File: config.mk
export PLATFORM = sky130hd
export DESIGN_NAME = bmsm_sleep_ctrl
export DESIGN_NICKNAME = d
export VERILOG_FILES = /design/src/shared/bmsm_pkg.sv /design/src/shared/bmsm_lp_if.sv /design/src/bmsm_lp_timer.sv /design/src/bmsm_sleep_ctrl.sv
export SDC_FILE = /design/constraint.sdc
export NUM_CORES = 1
export LEC_CHECK = 0
export ABC_AREA = 1
export BUFFER_PORTS_ARGS = -buffer_cell sky130_fd_sc_hd__clkbuf_2
export CORE_ASPECT_RATIO = 1.75
export CORE_MARGIN = 1
export CORE_UTILIZATION = 55
export DETAILED_ROUTE_END_ITERATION = 16
export PLACE_DENSITY = 0.75
export RECOVER_POWER = 100
export SYNTH_ARGS = -nofsm -noshare
export SYNTH_HDL_FRONTEND = slang
export SYNTH_SLANG_ARGS = --single-unit
File: constraint.sdc
create_clock -name clk_sys -period 2.8 [get_ports clk_sys]
set_clock_uncertainty 0.05 [all_clocks]
set_input_delay 0.42 -clock clk_sys [delete_from_list [all_inputs] [get_ports clk_sys]]
set_output_delay 0.42 -clock clk_sys [all_outputs]
set_load 0.005 [all_outputs]
File: src/shared/bmsm_pkg.sv
// Behaviour
// RULE1 - Sleep part of sample-sleep powers analog off; each interval does one conversion set.
// RULE2 - Sleep interval is timed by a separate low-power timebase; primary oscillator may stop.
// RULE3 - Enter sample-sleep when an enabled cell voltage falls below the cell trip threshold.
// RULE4 - No sample-sleep entry while charge wake is enabled and current exceeds positive trip.
// RULE5 - Software sets the sample-sleep request bit; the device then enters sample-sleep.
// RULE6 - Enter sample-sleep when enabled and current is below the negative current trip.
// RULE7 - Wake interval is 2^sample divider times 2^sleep divider times half a second.
// RULE8 - Leave sample-sleep to run when the request bit clears or an enabled wake occurs.
// RULE9 - Charge wake enabled and current above positive trip wakes sample-sleep into run.
// RULE10 - Pack wake enabled and pack voltage above sleep wake threshold wakes into run.
// RULE11 - Shelf-sleep: no measurement, no accumulation, bus ignored, volatile state may be lost.
// RULE12 - Shelf entry is armed by the shelf entry bit or pack voltage below its threshold.
// RULE13 - Armed shelf entry needs both bus lines falling low and staying low for entry time.
// RULE14 - Shelf exit needs both bus lines rising high and staying high for the wake time.
// RULE15 - Run does continuous conversions; run is entered after power-on above the threshold.
// RULE16 - Sample divider gives base interval 2^value half seconds, eight settings 0.5 to 64 s.
// RULE17 - Bus line low and high durations are counted on the low-power timebase.
// RULE18 - Shelf exit reinitialises all volatile registers to reset values before running.
package bmsm_pkg;

  // ==========================================================================
  // Timing
  localparam int unsigned CLK_HZ       = 250_000_000;
  localparam int unsigned LP_OSC_HZ    = 32_768;
  localparam int unsigned LP_DIV_CYC   = CLK_HZ / LP_OSC_HZ;
  localparam int unsigned HALF_SEC_MS  = 500;
  localparam int unsigned HALF_SEC_LP  = (LP_OSC_HZ * HALF_SEC_MS) / 1000;
  localparam int unsigned T_SHELF_MS   = 10;
  localparam int unsigned T_SHELF_LP   = (T_SHELF_MS * LP_OSC_HZ + 999) / 1000;
  localparam int unsigned T_WAKE_MS    = 10;
  localparam int unsigned T_WAKE_LP    = (T_WAKE_MS * LP_OSC_HZ + 999) / 1000;
  localparam logic [15:0] POR_LEVEL_DEF = 16'h0800;

  // ==========================================================================
  // Register offsets
  localparam logic [7:0] ADDR_OPERATING_MODE_REG   = 8'h00;
  localparam logic [7:0] ADDR_ADCCFG   = 8'h01;
  localparam logic [7:0] ADDR_TRIP_CONTROL = 8'h02;
  localparam logic [7:0] ADDR_CELLTRIP = 8'h03;
  localparam logic [7:0] ADDR_SLEEP_WAKE_VOLTAGE_THRESHOLD   = 8'h04;
  localparam logic [7:0] ADDR_PACK_VOLTAGE_THRESHOLD   = 8'h05;
  localparam logic [7:0] ADDR_IPOS     = 8'h06;
  localparam logic [7:0] ADDR_INEG     = 8'h07;
  localparam logic [7:0] ADDR_MODE     = 8'h08;
  localparam logic [7:0] ADDR_IRQ_ST   = 8'h09;
  localparam logic [7:0] ADDR_IRQ_CLR  = 8'h0A;
  localparam logic [7:0] ADDR_IRQ_EN   = 8'h0B;

  // ==========================================================================
  // Field positions
  localparam int OPM_SAMPLE_SLEEP_REQUEST_BIT = 0;
  localparam int OPM_SDIV_LSB = 1;
  localparam int ADC_SAMP_LSB = 0;
  localparam int TRIP_C1_BIT  = 0;
  localparam int TRIP_C2_BIT  = 1;
  localparam int TRIP_IENT    = 2;
  localparam int TRIP_IEX     = 3;
  localparam int TRIP_PACK_VOLTAGE_WAKE_ENABLE    = 4;
  localparam int TRIP_SHELF_ENTRY_ENABLE   = 5;
  localparam int IRQ_ENTRY    = 0;
  localparam int IRQ_WAKE     = 1;
  localparam int IRQ_SHELF    = 2;

  // ==========================================================================
  // Reset values
  localparam logic [2:0]  RST_DIV    = 3'h0;
  localparam logic [5:0]  RST_TRIP   = 6'h00;
  localparam logic [15:0] RST_THRESH = 16'h0000;
  localparam logic [2:0]  RST_IRQ    = 3'h0;

  typedef enum logic [2:0] {ST_POR, ST_RUN, ST_SS_SLEEP, ST_SS_ACTIVE, ST_SHELF} bmsm_state_t;

  // Wake interval in half-second ticks
  function automatic logic [14:0] ss_interval(input logic [2:0] samp, input logic [2:0] slp);
    ss_interval = 15'h0001 << ({1'b0, samp} + {1'b0, slp});
  endfunction : ss_interval

endpackage : bmsm_pkg

File: src/shared/bmsm_lp_if.sv
`timescale 1ns/1ps
interface bmsm_lp_if;
  logic arm_low;
  logic in_shelf;
  logic tick;
  logic low_done;
  logic high_done;
  modport ctl (output arm_low, output in_shelf, input tick, input low_done, input high_done);
  modport lp  (input arm_low, input in_shelf, output tick, output low_done, output high_done);
endinterface : bmsm_lp_if

File: src/bmsm_lp_timer.sv
`timescale 1ns/1ps
module bmsm_lp_timer #(
  parameter int unsigned LP_DIV   = bmsm_pkg::LP_DIV_CYC,
  parameter int unsigned HALF_LP  = bmsm_pkg::HALF_SEC_LP,
  parameter int unsigned SHELF_LP = bmsm_pkg::T_SHELF_LP,
  parameter int unsigned WAKE_LP  = bmsm_pkg::T_WAKE_LP
) (
  input  wire logic clk_sys,   // System clock
  input  wire logic resetn,    // Async reset, active low
  input  wire logic scl_i,     // Bus clock line level
  input  wire logic sda_i,     // Bus data line level
  bmsm_lp_if.lp     lp         // Timebase and line timing
);

  typedef struct packed {
    logic [15:0] div;
    logic [15:0] half;
    logic [15:0] dur;
    logic        lp_tick;
    logic        seen_high;
    logic        tick;
    logic        low_done;
    logic        high_done;
  } bmsm_lp_st_t;

  bmsm_lp_st_t r_q;
  bmsm_lp_st_t r_d;
  logic        both_low;
  logic        both_high;

  assign both_low  = !scl_i && !sda_i;
  assign both_high = scl_i && sda_i;

  // ==========================================================================
  // Low-power timebase and line duration counters
  always_comb begin
    r_d         = r_q;
    r_d.lp_tick = 1'b0;
    r_d.tick    = 1'b0;
    if (r_q.div >= 16'(LP_DIV - 1)) begin
      r_d.div     = '0;
      r_d.lp_tick = 1'b1;
    end else begin
      r_d.div = r_q.div + 16'h0001;
    end
    if (r_q.lp_tick) begin  // RULE2
      if (r_q.half >= 16'(HALF_LP - 1)) begin
        r_d.half = '0;
        r_d.tick = 1'b1;
      end else begin
        r_d.half = r_q.half + 16'h0001;
      end
    end
    if (lp.in_shelf) begin
      r_d.low_done = 1'b0;
      if (!both_high) begin  // RULE14
        r_d.dur       = '0;
        r_d.high_done = 1'b0;
      end else if (r_q.lp_tick && !r_q.high_done) begin  // RULE17
        r_d.dur       = r_q.dur + 16'h0001;
        r_d.high_done = (r_q.dur + 16'h0001) >= 16'(WAKE_LP);
      end
    end else begin
      r_d.high_done = 1'b0;
      if (both_high || !lp.arm_low) begin  // RULE13
        r_d.seen_high = both_high;
        r_d.dur       = '0;
        r_d.low_done  = 1'b0;
      end else if (!both_low) begin
        r_d.dur      = '0;
        r_d.low_done = 1'b0;
      end else if (r_q.seen_high && r_q.lp_tick && !r_q.low_done) begin  // RULE17
        r_d.dur      = r_q.dur + 16'h0001;
        r_d.low_done = (r_q.dur + 16'h0001) >= 16'(SHELF_LP);
      end
    end
  end

  always_ff @(posedge clk_sys or negedge resetn) begin
    if (!resetn) begin
      r_q <= '0;
    end else begin
      r_q <= r_d;
    end
  end

  assign lp.tick      = r_q.tick;
  assign lp.low_done  = r_q.low_done;
  assign lp.high_done = r_q.high_done;

endmodule : bmsm_lp_timer

File: src/bmsm_sleep_ctrl.sv
// Implementation choices: the plain strobed port and the register offsets.
`timescale 1ns/1ps
module bmsm_sleep_ctrl #(
  parameter int unsigned LP_DIV    = bmsm_pkg::LP_DIV_CYC,
  parameter int unsigned HALF_LP   = bmsm_pkg::HALF_SEC_LP,
  parameter int unsigned SHELF_LP  = bmsm_pkg::T_SHELF_LP,
  parameter int unsigned WAKE_LP   = bmsm_pkg::T_WAKE_LP,
  parameter logic [15:0] POR_LEVEL = bmsm_pkg::POR_LEVEL_DEF
) (
  input  wire logic               clk_sys,             // System clock
  input  wire logic               resetn,              // Async reset, active low
  input  wire logic [7:0]         addr_i,              // Register address
  input  wire logic [15:0]        wdata_i,             // Write data
  input  wire logic               wr_i,                // Write strobe
  input  wire logic               rd_i,                // Read strobe
  output logic      [15:0]        rdata_o,             // Read data, cycle after strobe
  input  wire logic [15:0]        first_cell_input,    // Cell 1 voltage result
  input  wire logic [15:0]        second_cell_input,   // Cell 2 voltage result
  input  wire logic [15:0]        pack_voltage,        // Pack voltage result
  input  wire logic signed [15:0] current_i,           // Current result, charge positive
  input  wire logic               conv_done_i,         // Conversion set finished
  input  wire logic               scl_i,               // Bus clock line level
  input  wire logic               sda_i,               // Bus data line level
  output logic                    conv_start_o,        // Start one conversion set
  output logic                    analog_on_o,         // Analog power enable
  output logic                    primary_osc_on_o,    // Primary oscillator enable
  output logic                    accum_en_o,          // Accumulation allowed
  output logic                    bus_en_o,            // Serial bus slave enabled
  output logic      [2:0]         mode_o,              // Current power state
  output logic                    irq_o                // Level interrupt
);

  typedef struct packed {
    bmsm_pkg::bmsm_state_t st;
    logic                  sample_sleep_request;
    logic [2:0]            sleep_div;
    logic [2:0]            samp_div;
    logic [5:0]            trip;
    logic [15:0]           cell_trip;
    logic [15:0]           ss_trip;
    logic [15:0]           vp_trip;
    logic [15:0]           ipos;
    logic [15:0]           ineg;
    logic [2:0]            irq_st;
    logic [2:0]            irq_en;
    logic [15:0]           rdata;
    logic                  by_sample_sleep_request;
    logic [14:0]           slp_cnt;
    logic                  conv_start;
    logic                  conv_busy;
    logic                  ana_on;
    logic                  osc_on;
    logic                  bus_en;
    logic                  irq;
  } bmsm_ctl_t;

  function automatic bmsm_ctl_t rst_val();
    bmsm_ctl_t v;
    v           = '0;
    v.st        = bmsm_pkg::ST_POR;
    v.sleep_div = bmsm_pkg::RST_DIV;
    v.samp_div  = bmsm_pkg::RST_DIV;
    v.trip      = bmsm_pkg::RST_TRIP;
    v.cell_trip = bmsm_pkg::RST_THRESH;
    v.ss_trip   = bmsm_pkg::RST_THRESH;
    v.vp_trip   = bmsm_pkg::RST_THRESH;
    v.ipos      = bmsm_pkg::RST_THRESH;
    v.ineg      = bmsm_pkg::RST_THRESH;
    v.irq_st    = bmsm_pkg::RST_IRQ;
    v.irq_en    = bmsm_pkg::RST_IRQ;
    return v;
  endfunction : rst_val

  bmsm_ctl_t   r_q;
  bmsm_ctl_t   r_d;
  bmsm_lp_if   lp ();
  logic        cell_low;
  logic        chg_hi;
  logic        dis_lo;
  logic        suppress;
  logic        armed;
  logic        vp_wake;
  logic        shelf_go;
  logic        sample_sleep_request_gone;
  logic [2:0]  ev;
  logic [14:0] intv;

  bmsm_lp_timer #(
    .LP_DIV   (LP_DIV),
    .HALF_LP  (HALF_LP),
    .SHELF_LP (SHELF_LP),
    .WAKE_LP  (WAKE_LP)
  ) u_lp (
    .clk_sys (clk_sys),
    .resetn  (resetn),
    .scl_i   (scl_i),
    .sda_i   (sda_i),
    .lp      (lp.lp)
  );

  // ==========================================================================
  // Trip comparisons
  assign cell_low  = (r_q.trip[bmsm_pkg::TRIP_C1_BIT] && first_cell_input < r_q.cell_trip)
                  || (r_q.trip[bmsm_pkg::TRIP_C2_BIT] && second_cell_input < r_q.cell_trip);
  assign chg_hi    = current_i > $signed(r_q.ipos);
  assign dis_lo    = r_q.trip[bmsm_pkg::TRIP_IENT] && (current_i < $signed(r_q.ineg));
  assign suppress  = r_q.trip[bmsm_pkg::TRIP_IEX] && chg_hi;
  assign vp_wake   = r_q.trip[bmsm_pkg::TRIP_PACK_VOLTAGE_WAKE_ENABLE] && (pack_voltage > r_q.ss_trip);
  assign armed     = r_q.trip[bmsm_pkg::TRIP_SHELF_ENTRY_ENABLE] || (pack_voltage < r_q.vp_trip);
  assign shelf_go  = armed && lp.low_done;
  assign sample_sleep_request_gone = r_q.by_sample_sleep_request && !r_q.sample_sleep_request;
  assign intv      = bmsm_pkg::ss_interval(r_q.samp_div, r_q.sleep_div);

  assign lp.arm_low  = armed && (r_q.st == bmsm_pkg::ST_RUN || r_q.st == bmsm_pkg::ST_SS_SLEEP);  // RULE12
  assign lp.in_shelf = (r_q.st == bmsm_pkg::ST_SHELF);

  function automatic logic [15:0] rd_mux(input bmsm_ctl_t s, input logic [7:0] a);
    logic [15:0] v;
    v = '0;
    unique case (a)
      bmsm_pkg::ADDR_OPERATING_MODE_REG:   v = {12'h000, s.sleep_div, s.sample_sleep_request};
      bmsm_pkg::ADDR_ADCCFG:   v = {13'h0, s.samp_div};
      bmsm_pkg::ADDR_TRIP_CONTROL: v = {10'h0, s.trip};
      bmsm_pkg::ADDR_CELLTRIP: v = s.cell_trip;
      bmsm_pkg::ADDR_SLEEP_WAKE_VOLTAGE_THRESHOLD:   v = s.ss_trip;
      bmsm_pkg::ADDR_PACK_VOLTAGE_THRESHOLD:   v = s.vp_trip;
      bmsm_pkg::ADDR_IPOS:     v = s.ipos;
      bmsm_pkg::ADDR_INEG:     v = s.ineg;
      bmsm_pkg::ADDR_MODE:     v = {13'h0, s.st};
      bmsm_pkg::ADDR_IRQ_ST:   v = {13'h0, s.irq_st};
      bmsm_pkg::ADDR_IRQ_EN:   v = {13'h0, s.irq_en};
      default:                 v = '0;
    endcase
    return v;
  endfunction : rd_mux

  // ==========================================================================
  // Next state
  always_comb begin
    r_d            = r_q;
    ev             = '0;
    r_d.conv_start = 1'b0;
    r_d.rdata      = (rd_i && r_q.bus_en) ? rd_mux(r_q, addr_i) : '0;
    if (conv_done_i) begin
      r_d.conv_busy = 1'b0;
    end
    if (wr_i && r_q.bus_en) begin  // RULE11
      unique case (addr_i)
        bmsm_pkg::ADDR_OPERATING_MODE_REG: begin
          r_d.sample_sleep_request      = wdata_i[bmsm_pkg::OPM_SAMPLE_SLEEP_REQUEST_BIT];
          r_d.sleep_div = wdata_i[bmsm_pkg::OPM_SDIV_LSB +: 3];
        end
        bmsm_pkg::ADDR_ADCCFG:   r_d.samp_div  = wdata_i[bmsm_pkg::ADC_SAMP_LSB +: 3];
        bmsm_pkg::ADDR_TRIP_CONTROL: r_d.trip      = wdata_i[5:0];
        bmsm_pkg::ADDR_CELLTRIP: r_d.cell_trip = wdata_i;
        bmsm_pkg::ADDR_SLEEP_WAKE_VOLTAGE_THRESHOLD:   r_d.ss_trip   = wdata_i;
        bmsm_pkg::ADDR_PACK_VOLTAGE_THRESHOLD:   r_d.vp_trip   = wdata_i;
        bmsm_pkg::ADDR_IPOS:     r_d.ipos      = wdata_i;
        bmsm_pkg::ADDR_INEG:     r_d.ineg      = wdata_i;
        bmsm_pkg::ADDR_IRQ_CLR:  r_d.irq_st    = r_q.irq_st & ~wdata_i[2:0];
        bmsm_pkg::ADDR_IRQ_EN:   r_d.irq_en    = wdata_i[2:0];
        default: ;
      endcase
    end
    unique case (r_q.st)
      bmsm_pkg::ST_POR: begin
        if (pack_voltage > POR_LEVEL) begin  // RULE15
          r_d.st = bmsm_pkg::ST_RUN;
        end
      end
      bmsm_pkg::ST_RUN: begin
        if (shelf_go) begin  // RULE13
          r_d.st          = bmsm_pkg::ST_SHELF;
          ev[bmsm_pkg::IRQ_SHELF] = 1'b1;
        end else if ((r_q.sample_sleep_request || (conv_done_i && (cell_low || dis_lo))) && !suppress) begin  // RULE3 RULE4 RULE5 RULE6
          r_d.st          = bmsm_pkg::ST_SS_SLEEP;
          r_d.by_sample_sleep_request     = r_q.sample_sleep_request;
          r_d.slp_cnt     = intv;  // RULE7 RULE16
          ev[bmsm_pkg::IRQ_ENTRY] = 1'b1;
        end else if (!r_q.conv_busy || conv_done_i) begin  // RULE15
          r_d.conv_start  = 1'b1;
          r_d.conv_busy   = 1'b1;
        end
      end
      bmsm_pkg::ST_SS_SLEEP: begin
        if (shelf_go) begin  // RULE13
          r_d.st          = bmsm_pkg::ST_SHELF;
          ev[bmsm_pkg::IRQ_SHELF] = 1'b1;
        end else if (sample_sleep_request_gone) begin  // RULE8
          r_d.st          = bmsm_pkg::ST_RUN;
          ev[bmsm_pkg::IRQ_WAKE] = 1'b1;
        end else if (lp.tick) begin  // RULE2
          if (r_q.slp_cnt <= 15'h0001) begin  // RULE1
            r_d.st         = bmsm_pkg::ST_SS_ACTIVE;
            r_d.conv_start = 1'b1;
            r_d.conv_busy  = 1'b1;
          end else begin
            r_d.slp_cnt    = r_q.slp_cnt - 15'h0001;
          end
        end
      end
      bmsm_pkg::ST_SS_ACTIVE: begin
        if (sample_sleep_request_gone) begin  // RULE8
          r_d.st          = bmsm_pkg::ST_RUN;
          ev[bmsm_pkg::IRQ_WAKE] = 1'b1;
        end else if (conv_done_i) begin
          if ((r_q.trip[bmsm_pkg::TRIP_IEX] && chg_hi) || vp_wake) begin  // RULE9 RULE10
            r_d.st        = bmsm_pkg::ST_RUN;
            ev[bmsm_pkg::IRQ_WAKE] = 1'b1;
          end else begin  // RULE1
            r_d.st        = bmsm_pkg::ST_SS_SLEEP;
            r_d.slp_cnt   = intv;
          end
        end
      end
      bmsm_pkg::ST_SHELF: begin
        if (lp.high_done) begin  // RULE14
          r_d    = rst_val();  // RULE18
          r_d.st = bmsm_pkg::ST_RUN;
        end
      end
      default: r_d.st = bmsm_pkg::ST_POR;
    endcase
    r_d.irq_st = r_d.irq_st | ev;
    r_d.ana_on = (r_d.st == bmsm_pkg::ST_RUN) || (r_d.st == bmsm_pkg::ST_SS_ACTIVE);  // RULE1
    r_d.osc_on = r_d.ana_on;  // RULE2
    r_d.bus_en = (r_d.st != bmsm_pkg::ST_SHELF) && (r_d.st != bmsm_pkg::ST_POR);  // RULE11
    r_d.irq    = |(r_d.irq_st & r_d.irq_en);
  end

  always_ff @(posedge clk_sys or negedge resetn) begin
    if (!resetn) begin
      r_q <= rst_val();
    end else begin
      r_q <= r_d;
    end
  end

  assign rdata_o          = r_q.rdata;
  assign conv_start_o     = r_q.conv_start;
  assign analog_on_o      = r_q.ana_on;
  assign primary_osc_on_o = r_q.osc_on;
  assign accum_en_o       = r_q.ana_on;
  assign bus_en_o         = r_q.bus_en;
  assign mode_o           = r_q.st;
  assign irq_o            = r_q.irq;
endmodule : bmsm_sleep_ctrl

Yosys cells after proc, flatten, opt, wreduce, memory -nomap -nowiden
Cells that the tools add are included.

word-level totals
  bits in registers = 192
  input port bits = 95
  output and inout bits = 25
  logic and storage cells = 196

operators by class
  add/subtract/negate cells = 5
  $lt $le $gt $ge = 11
  eq/ne operators = 30
  shift operators = 1
  mux-type cells = 70
  bitwise operators = 5
  reductions and logical operators = 46

operators with widths
  kind                   number
  $mux 16                15
  $pmux 16 s11           1
  $mux 140               1
  $mux 115               1
  $mux 99                1
  $lt 16x16->1           4
  $mux 15                4
  $pmux 15 s4            1
  $mux 17                3
  $add 16x1->16 const B  3
  $mux 3                 12
  $eq 8x3->1 const B     4
  $eq 8x4->1 const B     4
  $gt 16x16->1           2
  $mux 1                 19
  $logic_and 1x1->1      18
  $mux 18                1
  $eq 8x2->1 const B     2
  $ge 16x13->1 const B   1
  $ge 16x14->1 const B   1
  $ge 16x9->1 const B    1
  $gt 16x12->1 const B   1
  $le 15x1->1 const B    1
  $pmux 3 s5             1
  other kinds (32)       66

Longest topological paths before layout
  depth in word-level cells = 13
  depth in mapped cells = 21
  depth with buffers taken out = 20

By module
Synthesis repeated with hierarchy kept, for this count alone.

second synthesis, totals
  cells, all modules = 1,577
  area total of the unflattened synthesis = 12,328.1 um2

modules (own cells, without submodules)
  module           times used  cells an instance  area an instance (um2)  sequential area each (um2)
  bmsm_sleep_ctrl  1           1,238              9,596.7                 3,478.3
  bmsm_lp_timer    1           339                2,731.4                 1,326.3

Worst setup path after synthesis
OpenSTA, ideal clock, no wires.

  path type = input to register
  start = input port current_i[9]
  end = register r_q[10] in the netlist's numbering
  setup time = 0.118 ns
  arrival = 2.063 ns
  data required time = 2.632 ns
  path slack = 0.569 ns
  stages on the path = 18
  path buffers = 1
  path through = ha_1 nand2_1 inv_1 o21ai_0 a21oi_1 nor2_1 nand2_1 nand2_1 nand3_1 nand2_1 nand2_1 nand2_1 nand3_1 nand2_1 nand3_4 buf_6 nand2_1 nand2_1

between the ends
  word-level cells in the longest chain between the ends = 8
  elaborated cells on any way between the ends = 13
  classes of those cells = 2 x order compare; 2 x eq/ne; 9 x reduce/logical

ends and longest elaborated chain
  element                          line                    text
  from (decl)                      bmsm_sleep_ctrl.sv:20   input wire logic signed [15:0] current_i,
  $lt 16x16->1                     bmsm_sleep_ctrl.sv:106  assign dis_lo = r_q.trip[bmsm_pkg::TRIP_IENT] && (current_i < $signed(r_q.ineg));
  $logic_and 1x1->1                bmsm_sleep_ctrl.sv:106
  $logic_or 1x1->1                 bmsm_sleep_ctrl.sv:175  end else if ((r_q.sample_sleep_request || (conv_done_i && (cell_low || dis_lo))) && !suppress) begin
  $logic_and 1x1->1                bmsm_sleep_ctrl.sv:175
  $logic_or 1x1->1                 bmsm_sleep_ctrl.sv:175
  $logic_and 1x1->1                bmsm_sleep_ctrl.sv:175
  $ne 2x1->1 (no line)             -
  $reduce_and 11->1 (no line) (*)  -
  to (signal assigned)             bmsm_sleep_ctrl.sv:233  r_q <= rst_val();
  to (signal assigned)             bmsm_sleep_ctrl.sv:235  r_q <= r_d;
  to (decl)                        bmsm_sleep_ctrl.sv:74   bmsm_ctl_t r_q;

Mark *: on every way between the ends. The rest lies on a longest branch, timed or not.
A chain may end at the register's enable or synchronous reset.

Final worst setup path
  start = register r_q[90] in the netlist's numbering
  end = register r_q[20] in the netlist's numbering

between the ends
  word-level cells in the longest chain between the ends = 5
  elaborated cells on any way between the ends = 6
  classes of those cells = 1 x order compare; 2 x eq/ne; 3 x reduce/logical

ends and longest elaborated chain
  element                          line                    text
  $lt 16x16->1 (*)                 bmsm_sleep_ctrl.sv:109  assign armed = r_q.trip[bmsm_pkg::TRIP_SHELF_ENTRY_ENABLE] || (pack_voltage < r_q.vp_trip);
  $logic_or 1x1->1 (*)             bmsm_sleep_ctrl.sv:109
  $logic_and 1x1->1 (*)            bmsm_sleep_ctrl.sv:110  assign shelf_go = armed && lp.low_done;
  $ne 2x2->1 (no line)             -
  $reduce_and 11->1 (no line) (*)  -

Marked as above.

==> impl_metrics.tcl <==
set metrics [dict create \
    status "finished, violations left" \
    failed_checks "max-capacitance violations, max-slew violations" \
    fin_crit_sh_pct 90.8 \
    netlist_area_mm2 0.0121 \
    clock_latency_ns 0.46 \
    ff2ff_setup_slack_ns 0.26 \
    gp_congestion 0.961 \
    diodes 0 \
    ant_nets 0 \
    yosys.area.top_type "dfrtp_1" \
    first_global_vias 11300 \
    r2r_start "r_q[90]" \
    path_clk_slew_ns 0.08 \
    cp.required_ns 3.14 \
    drc 0 \
    die_h_um 199 \
    worstMarginPinSlew_ns 1.63 \
    grt.overflow.total 0 \
    slew-limit-headroom_pct -8.72 \
    start_util_pct 56.3 \
    yosysWarnings 0 \
    syn2layout_area_growth_pct 11.6 \
    drive_above_1_share_pct 11.6 \
    antenna_found_initial 0 \
    synth_top_area_share_pct 39.6 \
    die_x_um 114 \
    crit_slowest_cell "dfrtp_1" \
    clkSinkCount 192 \
    cts_buffers 17 \
    r2r-end "r_q[20]" \
    wl_per_cell_um 17.3 \
    post-route-util_pct 62.8 \
    synth_cell_types 53 \
    worst_path_most_repeated_cell "nand2_1" \
    routed_wl_um 33800 \
    seq_area_frac_synth_pct 39.6 \
    synth_seq_cells 192 \
    cts_max_level 4 \
    hold_viol_final 0 \
    hold_path.class "in -> reg" \
    clock-root-buffer "clkbuf_16" \
    critPathLaunchType "register" \
    nets 1851 \
    powerDensity_mw_per_mm2 586 \
    synth_most_common_cell "nand2_1" \
    r2r_cells 17 \
    setup_viol 0 \
    path_cells "inv_1 > ha_1 > nand2_1 > inv_1 > nand3_1 > nor3_1 > nand2_1 > nand2_1 > nand2_1 > nand2_4 > inv_1 > nor2_2 > nor2_4 > nor2_4 > buf_4 > nand4_1 > nand2_1" \
    critical_path_class "reg -> reg" \
    cp.arrival_ns 2.88 \
    rsz0062_at_grt "no" \
    endpoint_kind "register" \
    cts_tree "done" \
    initialDrtViolationCount 684 \
    core_mm2 0.0216 \
    routed_via_density 5.65 \
    grt_pass1_wl_um 54200 \
    avgSynthCellArea_um2 7.82 \
    place_area_mm2 0.0130 \
    dieArea_mm2 0.0227 \
    cts.path.max_buffers 2 \
    num_io_pins 120 \
    tns_ns 0 \
    p_leak_nw 6.66 \
    worstHoldStart "sda_i" \
    grt_usage_pct 31.4 \
    fmax_mhz 394 \
    irDropWorstVdd_uv 343 \
    ys_top_cells_by_area "dfrtp_1 (40%), ha_1 (11%), nand2_1 (8.3%)" \
    layout_min_cycle_time_ns 2.54 \
    dp_hpwl_um 26100 \
    placement.io_buffers 119 \
    hold_depth 3 \
    max-cap-violations 1 \
    async_reset_ff_share_pct 100 \
    path_max_fanout 15 \
    syn-instance-count 1553 \
    min_to "u_lp.r_q[3]" \
    ctsResizeCount 0 \
    synth_commonest_cells "nand2_1 (267), inv_1 (209), dfrtp_1 (192)" \
    critPathMaxStageDelay_ns 0.39 \
    dominantRegCellSynth "dfrtp_1" \
    num_rows 71 \
    dr.pass1.iters 5 \
    final_area_mm2 0.0136 \
    finalMaxSlewViolations 60 \
    vias 11100 \
    grt_max_degree 87 \
    synth_edf_count 0 \
]
[repair_timing]
action                                 4_1_cts  5_1_grt
hold buffers                                 1        0
setup buffers                                0        0
endpoints found under the hold margin       58        0
[where the power goes]
group	internal (mW)	switching [mW]	leakage [nW]
logic	0.786	1.46	3.77
registers	3.04	0.212	2.60
clock network	1.20	1.24	0.282
total	5.03	2.91	6.66
[cell type report]
| class | instances | area [um2] |
|---|---|---|
| Multi-Input combinational cell | 1074 | 6150 |
| Timing Repair Buffer | 147 | 815 |
| Inverter | 221 | 830 |
| Fill cell | 1976 | 8030 |
| Sequential cell | 192 | 4800 |
| Clock buffer | 17 | 425 |
| Tap cell | 292 | 365 |
| Clock inverter | 15 | 161 |
[placed cells by master, fill, tap and decap left out, drive strengths merged, types with 32 or more instances in the layout]
| cell type | synthesis | layout |
|---|---|---|
| nand3 | 83 | 83 |
| nor3 | 35 | 35 |
| dfrtp | 192 | 192 |
| a21oi | 152 | 152 |
| ha | 102 | 102 |
| nand4 | 32 | 32 |
| o21ai | 129 | 129 |
| nor2 | 134 | 134 |
| nand2 | 272 | 272 |
| inv | 219 | 229 |
| clkbuf | 36 | 141 |
[cells by family (layout without fill, tap and decap cells)]
logic type | Yosys count | after routing | share of synthesized area [%]
flops | 192 | 192 | 39.6
compound gates | 365 | 365 | 16.8
fa+ha+maj | 103 | 103 | 10.7
xor+xnor | 25 | 25 | 1.80
simple gates | 578 | 578 | 21.3
other cells | 1 | 3 | 0.0309
buf+inv | 289 | 400 | 9.80
[routing by layer]
layer	up-vias	part of all wire, %	track usage (%)
met5	-	0	0
met4	0	8.1	24.3
met3	168	4.3	5.48
met2	379	53	58.1
met1	5142	34	30.3
li1	5383	-	-
[critical path, delay by kind of cell (launching register included)]
family | cells | cell delay [ns]
simple gates | 12 | 1.27
buf+inv | 4 | 0.48
flops | 1 | 0.39
fa+ha+maj | 1 | 0.27
[sequential cells by signal (all words and copies together), names as in the netlist]
name               flops
irq_o                  1
mode_o                 3
conv_start_o           1
u_lp.r_q              50
primary_osc_on_o       1
u_lp.lp.low_done       1
u_lp.lp.tick           1
rdata_o               16
r_q                  116
bus_en_o               1
u_lp.lp.high_done      1
[worst max-delay path by stage]
| stage | startpoint | endpoint | slack [ns] |
|---|---|---|---|
| after floorplan | current_i[9] | r_q[10] | 0.57 |
| after global placement | current_i[9] | r_q[20] | 0.32 |
| after CTS | r_q[113] | r_q[20] | 0.30 |
| after global routing | r_q[113] | r_q[19] | 0.02 |
| final | r_q[90] | r_q[20] | 0.26 |
| after detailed placement | second_cell_input[5] | r_q[20] | 0.26 |
[stage by stage]
stage | cells | hold WS (ns) | power (mW) | worst slack (ns)
6_report | 1958 | 0.232 | 7.94 | 0.259
5_1_grt | 1958 | 0.262 | 8.40 | 0.0154
4_1_cts | 1958 | 0.225 | 7.98 | 0.300
3_5_place_dp | 1925 | 0.399 | 5.55 | 0.259
3_3_place_gp | 1925 | 0.388 | 5.47 | 0.315
2_1_floorplan | 1555 | 0.0744 | 4.86 | 0.569
Power figures use the tool's default switching activity.
